**config.mk**
```make
export PLATFORM = sky130hd
export DESIGN_NAME = light_sensor_status_irq
export DESIGN_NICKNAME = d
export VERILOG_FILES = /design/src/include/light_sensor_pkg.sv /design/src/light_sensor_status_irq.sv
export SDC_FILE = /design/constraint.sdc
export NUM_CORES = 1
export LEC_CHECK = 0
export BUFFER_PORTS_ARGS = -buffer_cell sky130_fd_sc_hd__buf_2
export CAP_MARGIN = 30
export CELL_PAD_IN_SITES_DETAIL_PLACEMENT = 1
export CELL_PAD_IN_SITES_GLOBAL_PLACEMENT = 2
export CORE_MARGIN = 3
export CORE_UTILIZATION = 30
export CTS_CLUSTER_SIZE = 24
export DETAILED_ROUTE_END_ITERATION = 16
export GPL_ROUTABILITY_DRIVEN = 0
export PLACE_DENSITY = 0.82
export SYNTH_ARGS = -nofsm -noshare
export SYNTH_HDL_FRONTEND = slang
export SYNTH_SLANG_ARGS = --single-unit
```
**constraint.sdc**
```tcl
create_clock -name clk_i -period 4.49 [get_ports clk_i]
set_input_delay 0.2245 -clock clk_i [delete_from_list [all_inputs] [get_ports clk_i]]
set_output_delay 0.2245 -clock clk_i [all_outputs]
set_load 0.05 [all_outputs]
```
**src/include/light_sensor_pkg.sv**
```systemverilog
package light_sensor_pkg;

    // Range codes
    localparam logic [3:0] RANGE_AUTO = 4'hc;
    localparam logic [3:0] RANGE_MAX = 4'hb;
    localparam logic [3:0] RANGE_LOW = 4'h0;

    // Operating-mode codes
    localparam logic [1:0] MODE_SHUTDOWN = 2'h0;
    localparam logic [1:0] MODE_SINGLE = 2'h1;

    // Configuration field positions
    localparam int RANGE_POS = 12;
    localparam int CONV_TIME_POS = 11;
    localparam int MODE_POS = 9;
    localparam int OVERLOAD_POS = 8;
    localparam int DONE_POS = 7;
    localparam int ABOVE_POS = 6;
    localparam int BELOW_POS = 5;
    localparam int LATCH_POS = 4;
    localparam int SENSE_POS = 3;
    localparam int ZERO_POS = 2;
    localparam int FAULT_POS = 0;

    // Values after reset
    localparam logic [3:0] RANGE_RST = 4'hc;
    localparam logic CONV_TIME_RST = 1'b1;
    localparam logic [1:0] MODE_RST = 2'h0;
    localparam logic LATCH_RST = 1'b1;
    localparam logic SENSE_RST = 1'b0;
    localparam logic ZERO_RST = 1'b0;
    localparam logic [1:0] FAULT_RST = 2'h0;
    localparam logic [3:0] COUNT_RST = 4'h0;
    localparam logic [15:0] WORD_RST = 16'h0000;

    // Saturation point of the consecutive-fault counters
    localparam logic [3:0] COUNT_MAX = 4'h8;

    // Configuration register, bit 15 first
    typedef struct packed {
        logic [3:0] range_select;
        logic conv_time;
        logic [1:0] mode;
        logic range_overload;
        logic sample_done;
        logic above_mark;
        logic below_mark;
        logic latch;
        logic alert_sense;
        logic zero_scaling_out;
        logic [1:0] fault_count;
    } cfg_s;

    // Finished measurement from the converter
    typedef struct packed {
        logic done;
        logic overload;
        logic [11:0] mantissa;
    } meas_s;

    // Whole state of the status block
    typedef struct packed {
        cfg_s cfg;
        logic [3:0] range;
        logic [3:0] hi_cnt;
        logic [3:0] lo_cnt;
        logic restart;
        logic alert_oe_b;
        logic [15:0] result;
        logic [15:0] rdata;
        logic [15:0] result_out;
    } state_s;

endpackage

```
**src/light_sensor_status_irq.sv**
```systemverilog
// Behaviour
// - Overload flag set when conversion exceeded full scale, else cleared, each measurement.
// - Manual range may flag overload though result is below full scale.
// - Auto mode overload below max range: abort, step range up, restart.
// - Escalation repeats to no overload or max range; flag updated at end.
// - Conversion-complete flag set when each conversion finishes.
// - Complete flag cleared by config read or non-shutdown config write.
// - Config write selecting shutdown leaves complete flag unchanged.
// - Above flag set after enough consecutive results over high threshold.
// - Below flag set after enough consecutive results under low threshold.
// - Transparent style: alert and limit flags follow comparison directly.
// - Latched style: alert and limit flags hold until software clears them.
// - Sense bit 0: alert drives pin low.
// - Sense bit 1: alert releases pin, pin otherwise held low.
// - Masking affects only result read; comparisons use true result.
// - Fault count field 00,01,10,11 needs 1,2,4,8 consecutive faults.
// - Range select 1100b selects automatic full-scale range.
// - Entering shutdown keeps complete flag, limit flags and alert pin.
// - Result and thresholds compared on common lux scale.
`timescale 1ns/1ps
`default_nettype none

module light_sensor_status_irq (
    // Clock and reset
    input wire logic clk_i,
    input wire logic rst_b_i,
    // Configuration register access from the serial front end
    input wire logic cfg_wr_i,
    input wire logic [15:0] cfg_wdata_i,
    input wire logic cfg_rd_i,
    output logic [15:0] cfg_rdata_o,
    // Measurement from the converter
    input wire light_sensor_pkg::meas_s meas_i,
    // Limit registers
    input wire logic [15:0] low_limit_i,
    input wire logic [15:0] high_limit_i,
    // Converter control
    output logic conv_run_o,
    output logic conv_long_o,
    output logic [3:0] conv_range_o,
    output logic conv_restart_o,
    // Result register read value
    output logic [15:0] result_o,
    // Open-drain alert pin
    output logic alert_o,
    output logic alert_oe_b_o
);

    light_sensor_pkg::state_s s_q;
    light_sensor_pkg::state_s s_d;

    // Value in lux steps: mantissa shifted by exponent
    function automatic logic [26:0] lux(input logic [15:0] w);
        lux = {15'h0000, w[11:0]} << w[15:12];
    endfunction

    // Next counter value, saturating, cleared when no fault
    function automatic logic [3:0] bump(input logic [3:0] c, input logic fault);
        if (!fault) begin
            bump = light_sensor_pkg::COUNT_RST;
        end else if (c >= light_sensor_pkg::COUNT_MAX) begin
            bump = c;
        end else begin
            bump = c + 4'h1;
        end
    endfunction

    logic is_auto;
    logic hi_fault;
    logic lo_fault;
    logic hi_met;
    logic lo_met;
    logic active;
    logic [3:0] need;
    logic [15:0] true_result;
    light_sensor_pkg::cfg_s wcfg;

    // Measurement decode and comparison
    always_comb begin
        is_auto = (s_q.cfg.range_select == light_sensor_pkg::RANGE_AUTO);
        true_result = {s_q.range, meas_i.mantissa};
        hi_fault = lux(true_result) > lux(high_limit_i);
        lo_fault = lux(true_result) < lux(low_limit_i);
        need = 4'h1 << s_q.cfg.fault_count;
        wcfg = light_sensor_pkg::cfg_s'(cfg_wdata_i);
    end

    // Next state
    always_comb begin
        s_d = s_q;
        s_d.restart = 1'b0;
        hi_met = 1'b0;
        lo_met = 1'b0;
        // Software access: writable fields and clearing actions
        if (cfg_wr_i) begin
            s_d.cfg.range_select = wcfg.range_select;
            s_d.cfg.conv_time = wcfg.conv_time;
            s_d.cfg.mode = wcfg.mode;
            s_d.cfg.latch = wcfg.latch;
            s_d.cfg.alert_sense = wcfg.alert_sense;
            s_d.cfg.zero_scaling_out = wcfg.zero_scaling_out;
            s_d.cfg.fault_count = wcfg.fault_count;
            if (wcfg.mode != light_sensor_pkg::MODE_SHUTDOWN) begin
                s_d.cfg.sample_done = 1'b0;
            end
        end
        if (cfg_rd_i) begin
            s_d.cfg.sample_done = 1'b0;
            if (s_q.cfg.latch) begin
                s_d.cfg.above_mark = 1'b0;
                s_d.cfg.below_mark = 1'b0;
            end
        end
        // Measurement events win over clears
        if (meas_i.done && s_q.cfg.mode != light_sensor_pkg::MODE_SHUTDOWN) begin
            if (is_auto && meas_i.overload && s_q.range < light_sensor_pkg::RANGE_MAX) begin
                s_d.range = s_q.range + 4'h1;
                s_d.restart = 1'b1;
            end else begin
                s_d.cfg.range_overload = meas_i.overload;
                s_d.cfg.sample_done = 1'b1;
                s_d.result = true_result;
                s_d.hi_cnt = bump(s_q.hi_cnt, hi_fault);
                s_d.lo_cnt = bump(s_q.lo_cnt, lo_fault);
                hi_met = s_d.hi_cnt >= need;
                lo_met = s_d.lo_cnt >= need;
                if (s_q.cfg.latch) begin
                    s_d.cfg.above_mark = s_q.cfg.above_mark | hi_met;
                    s_d.cfg.below_mark = s_q.cfg.below_mark | lo_met;
                end else begin
                    s_d.cfg.above_mark = hi_met;
                    s_d.cfg.below_mark = lo_met;
                end
                if (s_q.cfg.mode == light_sensor_pkg::MODE_SINGLE && !cfg_wr_i) begin
                    s_d.cfg.mode = light_sensor_pkg::MODE_SHUTDOWN;
                end
                if (is_auto) begin
                    s_d.range = light_sensor_pkg::RANGE_LOW;
                end
            end
        end
        // Manual range drives the converter directly
        if (s_d.cfg.range_select != light_sensor_pkg::RANGE_AUTO) begin
            s_d.range = s_d.cfg.range_select;
        end else if (is_auto == 1'b0) begin
            s_d.range = light_sensor_pkg::RANGE_LOW;
        end
        // Alert pin follows the flags; sense picks drive or release
        active = s_d.cfg.above_mark | s_d.cfg.below_mark;
        s_d.alert_oe_b = s_d.cfg.alert_sense ? active : ~active;
        s_d.rdata = s_d.cfg;
        if (s_d.cfg.zero_scaling_out
            && s_d.cfg.range_select < light_sensor_pkg::RANGE_AUTO) begin
            s_d.result_out = {4'h0, s_d.result[11:0]};
        end else begin
            s_d.result_out = s_d.result;
        end
    end

    // State register
    always_ff @(posedge clk_i or negedge rst_b_i) begin
        if (!rst_b_i) begin
            s_q.cfg <= '{range_select: light_sensor_pkg::RANGE_RST,
                         conv_time: light_sensor_pkg::CONV_TIME_RST,
                         mode: light_sensor_pkg::MODE_RST,
                         range_overload: 1'b0,
                         sample_done: 1'b0,
                         above_mark: 1'b0,
                         below_mark: 1'b0,
                         latch: light_sensor_pkg::LATCH_RST,
                         alert_sense: light_sensor_pkg::SENSE_RST,
                         zero_scaling_out: light_sensor_pkg::ZERO_RST,
                         fault_count: light_sensor_pkg::FAULT_RST};
            s_q.range <= light_sensor_pkg::RANGE_LOW;
            s_q.hi_cnt <= light_sensor_pkg::COUNT_RST;
            s_q.lo_cnt <= light_sensor_pkg::COUNT_RST;
            s_q.restart <= 1'b0;
            s_q.alert_oe_b <= 1'b1;
            s_q.result <= light_sensor_pkg::WORD_RST;
            s_q.rdata <= light_sensor_pkg::WORD_RST;
            s_q.result_out <= light_sensor_pkg::WORD_RST;
        end else begin
            s_q <= s_d;
        end
    end

    // Outputs
    assign cfg_rdata_o = s_q.rdata;
    assign conv_run_o = (s_q.cfg.mode != light_sensor_pkg::MODE_SHUTDOWN);
    assign conv_long_o = s_q.cfg.conv_time;
    assign conv_range_o = s_q.range;
    assign conv_restart_o = s_q.restart;
    assign result_o = s_q.result_out;
    assign alert_o = 1'b0; // Open drain: only ever pulls low
    assign alert_oe_b_o = s_q.alert_oe_b;

endmodule

`default_nettype wire

```
Word-level counts from Yosys, hierarchy flattened
Cells that the tools add are included.

Logic and storage cells: 81. Bits of input ports: 66. Output and inout port bits: 41. Flip-flop bits (word level): 78.

Equality and inequality tests: 4. Magnitude comparators: 8. Reduce and logical (&&, ||, !) cells: 9. Shifts and indexed selects: 4. Bitwise logic cells: 5. Mux-type cells: 29. Add/subtract/negate cells: 3.

Operators with widths (count): $shl 12x4->27 (3); $mux 16 (3); $mux 4 (12); $gt 27x27->1 (1); $lt 27x27->1 (1); $mux 13 (1); $add 4x1->4 const B (3); $mux 6 (2); $ge 4x4->1 (2); $ge 4x4->1 const B (2); $lt 4x4->1 const B (2); $mux 8 (1); $mux 7 (1); $mux 2 (3); $logic_and 1x1->1 (5); $mux 5 (1); $eq 4x4->1 const B (1); $mux 1 (4); $ne 4x4->1 const B (1); $reduce_bool 2->1 (2); $shl 1x2->4 const A (1); $mux 3 (1); $ne 3x1->1 const B (1); $or 1x1->1 (3); 4 further kinds (5).

Depth between registers and ports, before layout
Depth after elaboration: 13. Depth in mapped cells: 25. Mapped depth without buffers: 24.

Worst setup path after synthesis
OpenSTA, ideal clock, no wires.

Kind: register -> register. From: register s_q (netlist bit conv_range_o[1]). To: register s_q (netlist bit alert_oe_b_o). Data arrival time: 4.509 ns. Library setup time: 0.075 ns. Required time: 4.415 ns. Clock period less this slack: 4.583 ns. Path buffers: 2. Stages on the path, launching flop included: 26. Slack: -0.093 ns. Path through: dfrtp_1 buf_1 clkbuf_1 mux2i_1 o21ai_0 nor2_1 a21oi_1 nor2_1 a21oi_1 ha_1 a21oi_1 o221ai_1 a31oi_1 o211ai_1 a2111oi_0 a21o_1 o21bai_1 ha_1 nand2b_1 a21o_1 a21oi_1 nor2b_1 o21ai_0 a21oi_1 nor2_1 xor2_1.

RTL lines: from (decl) (RTL line light_sensor_status_irq.sv:49) `light_sensor_pkg::state_s s_q;`.

==> summary.md <==
| Metric | Value |
|---|---|
| Largest net degree at the start of global routing | 55 |
| Arr. time, crit path | 4.69 ns |
| # fillers | 2250 |
| Min Hold Slack | 0.04931 ns |
| GR peak layer | met2 |
| Number of synthesized flops with an enable pin | 0 |
| CTS Sinks | 54 |
| Detailed placement HPWL | 14.40 mm |
| Die width | 144.4 um |
| Status | complete, no violations |
| Global-route wire length before repair | 28.56 mm |
| Share of cells above drive strength 1 | 0.3428 |
| Post-synthesis sequential area ratio | 0.2362 |
| Async SR Flop Fraction | 1.000 |
| Final instance area | 7243 um2 |
| Final Non-Filler Cells | 1072 |
| Worst slew pin tran | 0.8844 ns |
| Initial Util | 0.3125 |
| Met3 track demand over resource | 0.02315 |
| Initial antenna violation count | 0 |
| Max Fclk | 224.4 MHz |
| Fin Setup TNS | 0 ns |
| Fin crit period | 4.457 ns |
| VDD IR max | 0.1859 mV |
| Hold buffer count at cts | 0 |
| Slowest cell on crit path | dfrtp_2 |
| Dpl cells | 1051 |
| WL/cell | 16.84 um |
| DR vias | 5421 |
| Pint | 1.469 mW |
| CTS tree | built |
| Vias in the first global route | 5537 |
| Grt met1 use | 0.2518 |
| Post-Syn Instances | 711 |
| Crit-path most repeated cell | a21oi_2 |
| FF+latch count, synth | 54 |
| Mapped cell area | 5748 um2 |
| Post-Route WL | 18.06 mm |
| Grt total ovfl | 0 |
| Clock network fraction of design power | 0.156 |
| Max-capacitance violation count | 0 |
| Register clock-pin slew on the reported worst setup and hold paths | 0.07 ns |
| Normalized max-slew margin | 0.4089 |
| DRC | 0 |
| Met2 Resource Use GR | 0.2704 |
| Area Overhead vs Synth | 26.01% |
| CP Max Fanout | 7 |
| Critical Path RT | 4.72 ns |
| CP delay by family, top | compound AO/OA/AOI/OAI gates |
| Rows | 49 |
| Pwr dens | 363.9 nW/um2 |
| Ys flop type | dfrtp_1 |
| Max Clock Skew | 0.005634 ns |
| Post-synth net total | 841 |
| I/O Buffers | 101 |
| Skew-Pair Late Insertion Delay | 0.30 ns |
| CTS HTree Levels | 2 |
| Final #Nets | 972 |
| CP endpoint kind | flop |
| CTS root buf | clkbuf_16 |
| Total CTS buffers | 5 |
| RSZ-0062 raised after global routing | true |
| DR pass1 iterations | 4 |
| Startpoint Class | flop |
| Cell Chain, Critical Path | buf_6 -> mux2i_2 -> mux2i_1 -> a21oi_2 -> mux2i_1 -> buf_4 -> ha_4 -> a21oi_2 -> o221ai_1 -> a31oi_1 -> o211ai_1 -> a2111oi_2 -> a21o_1 -> o21bai_4 -> ha_4 -> nand2b_4 -> a21o_1 -> a21oi_2 -> nor2b_1 -> o21ai_2 -> a21oi_2 -> nor2_1 -> xor2_1 |
| Final Max Slew Viols | 0 |
| Antenna Violating Nets Remaining | 0 |
| Sequential power share | 0.253 |
| Switching part of the total | 0.4428 |
| Via density | 5.057 |
| Tightest Hold Check Type | in -> async |
| Syn. warnings | 0 |
| Drt first-iter violations | 200 |
| I/O pin cnt | 107 |
| Full die area | 20860 um2 |
| Worst Path Buf+Inv | 2 |
| Gate power share | 0.591 |
| Final worst-path cycle share | 0.9926 |
| DP Area | 6766 um2 |
| CTS Buffer Depth | 2 |
| Setup CP Type | reg -> reg |
| Total GRT Usage | 0.1709 |
| Hold Fails Final Rpt | 0 |
| Synth Area per Inst | 8.084 um2 |
| Post-Route Utilization | 0.3938 |
| Die height | 144.4 um |
| Psw | 1.167 mW |
| Yosys cell types | 55 |
| Ant. Diodes | 0 |
| Core ar. | 18390 um2 |
| Pleak | 3.542 nW |
| Max incr delay on CP | 0.47 ns |
| Final Setup Violations | 0 |
[cells by family (layout without fill, tap and decap cells)]
family	after synthesis	after routing	synth area share
compound gates	150	150	0.1563
xor+xnor	3	3	0.004572
fa+ha+maj	64	64	0.1393
buf+inv	85	217	0.08163
flops	54	54	0.2362
mux	89	89	0.1670
other cells	1	1	0.0006524
simple gates	265	265	0.2144
[layout make-up]
cell class / instances / area [um2] / area share
multi-input cells: 572 / 4134 / 0.5707
well taps: 229 / 286.5 / 0.03956
clock buffers: 6 / 138.9 / 0.01917
repair buffers: 196 / 1259 / 0.1738
inverters: 13 / 48.80 / 0.006737
clock inverters: 2 / 17.52 / 0.002418
flip-flops and latches: 54 / 1359 / 0.1876
[worst register-to-register path: stages, from the launching register on]
cell       delay (ns)
dfrtp_2          0.47
buf_6            0.17
mux2i_2          0.30
mux2i_1          0.18
a21oi_2          0.20
mux2i_1          0.11
buf_4            0.15
ha_4             0.22
a21oi_2          0.14
o221ai_1         0.14
a31oi_1          0.20
o211ai_1         0.16
a2111oi_2        0.31
a21o_1           0.24
o21bai_4         0.15
ha_4             0.21
nand2b_4         0.13
a21o_1           0.16
a21oi_2          0.11
nor2b_1          0.07
o21ai_2          0.21
a21oi_2          0.09
nor2_1           0.14
xor2_1           0.16
[power groups by stage]
stage	clock (mW)	sequential, mW	combinational, mW
floorplan	0	0.664	0.999
detailed placement	0	0.672	1.39
global placement	0	0.671	1.36
finish	0.411	0.667	1.56
global route	0.447	0.684	1.73
CTS	0.424	0.667	1.46
[routing by layer]
layer,routed length [um],share of wire
met1,9203,0.51
met2,8053,0.45
met3,634,0.035
met4,164,0.0091
met5,0,0
[sequential cells by signal (all words and copies together) (netlist names)]
signal          cells
alert_oe_b_o        1
cfg_rdata_o        16
conv_long_o         1
conv_range_o        4
conv_restart_o      1
result_o           16
s_q                15
[stage by stage]
step	setup slack (ns)	power [mW]
after floorplan	0.07080	1.663
after global placement	-0.2154	2.035
after detailed placement	-0.2969	2.066
after CTS	0.005302	2.556
after global routing	-0.2921	2.856
final	0.03329	2.636
[synth_stat cells, types with 4 or more instances]
library cell    n  area, um2
nand2b_1       14      87.58
buf_4          37      277.8
o21a_1          8      60.06
nand4_1         6      37.54
nor2b_1        19      118.9
buf_1           6      22.52
nor2_1         57      214.0
a31oi_1         4      25.02
nand3_1        19      95.09
and2_1          6      37.54
dfrtp_1        49       1226
inv_1          12      45.04
clkbuf_1       25      93.84
ha_1           64      800.8
a21o_1         15      112.6
and3_1          5      31.28
or2_2          11      68.82
a211oi_1        4      30.03
mux2_2         22      247.7
a21oi_1        56      280.3
o21ai_0        40      200.2
nand2_1       107      401.6
mux2i_1        63      630.6
nor3_1          8      40.04
dfstp_2         5      131.4
[worst paths after layout]
| kind | from | to | slack, ns | cells past startpoint |
|---|---|---|---|---|
| worst max-delay path | conv_range_o[1] | alert_oe_b_o | 0.03 | 23 |
| worst max register to register | conv_range_o[1] | alert_oe_b_o | 0.03 | 23 |
| min in group clk_i | cfg_wdata_i[9] | cfg_rdata_o[9] | 0.14 | 3 |
| max in group asynchronous | rst_b_i | conv_range_o[1] | 3.95 | 2 |
| worst min-delay path | rst_b_i | cfg_rdata_o[3] | 0.05 | 2 |
| worst min register to register | cfg_rdata_o[8] | cfg_rdata_o[8] | 0.47 | 2 |
[what timing repair did]
| action | in CTS | in global routing |
|---|---|---|
| endpoints found under the setup margin | 3 | 3 |
| pin swaps | 14 | 21 |
| gates resized for setup | 37 | 23 |
| buffers inserted | 5 | 8 |
[placed cells by master, fill, tap and decap left out, types with 4 or more instances in the layout]
| cell type | synthesis | routed |
|---|---|---|
| nand2_1 | 107 | 107 |
| ha_1 | 64 | 61 |
| a21oi_2 | 0 | 14 |
| o21ai_0 | 40 | 26 |
| a21oi_1 | 56 | 42 |
| mux2_2 | 22 | 22 |
| dfrtp_1 | 49 | 48 |
| mux2i_1 | 63 | 60 |
| buf_6 | 1 | 4 |
| and2_1 | 6 | 5 |
| nor2_1 | 57 | 57 |
| o21ai_1 | 1 | 9 |
| nand4_1 | 6 | 6 |
| clkbuf_16 | 0 | 5 |
| or2_2 | 11 | 11 |
| buf_2 | 3 | 101 |
| inv_1 | 12 | 12 |
| nor2b_1 | 19 | 17 |
| nand2b_1 | 14 | 13 |
| dfstp_2 | 5 | 5 |
| buf_4 | 37 | 89 |
| a21o_1 | 15 | 15 |
| and3_1 | 5 | 5 |
| nor3_1 | 8 | 6 |
| a211oi_1 | 4 | 4 |
| o21ai_2 | 0 | 6 |
| o21a_1 | 8 | 8 |
| nand3_1 | 19 | 18 |
Note: power is estimated with default switching activity, not from simulation.
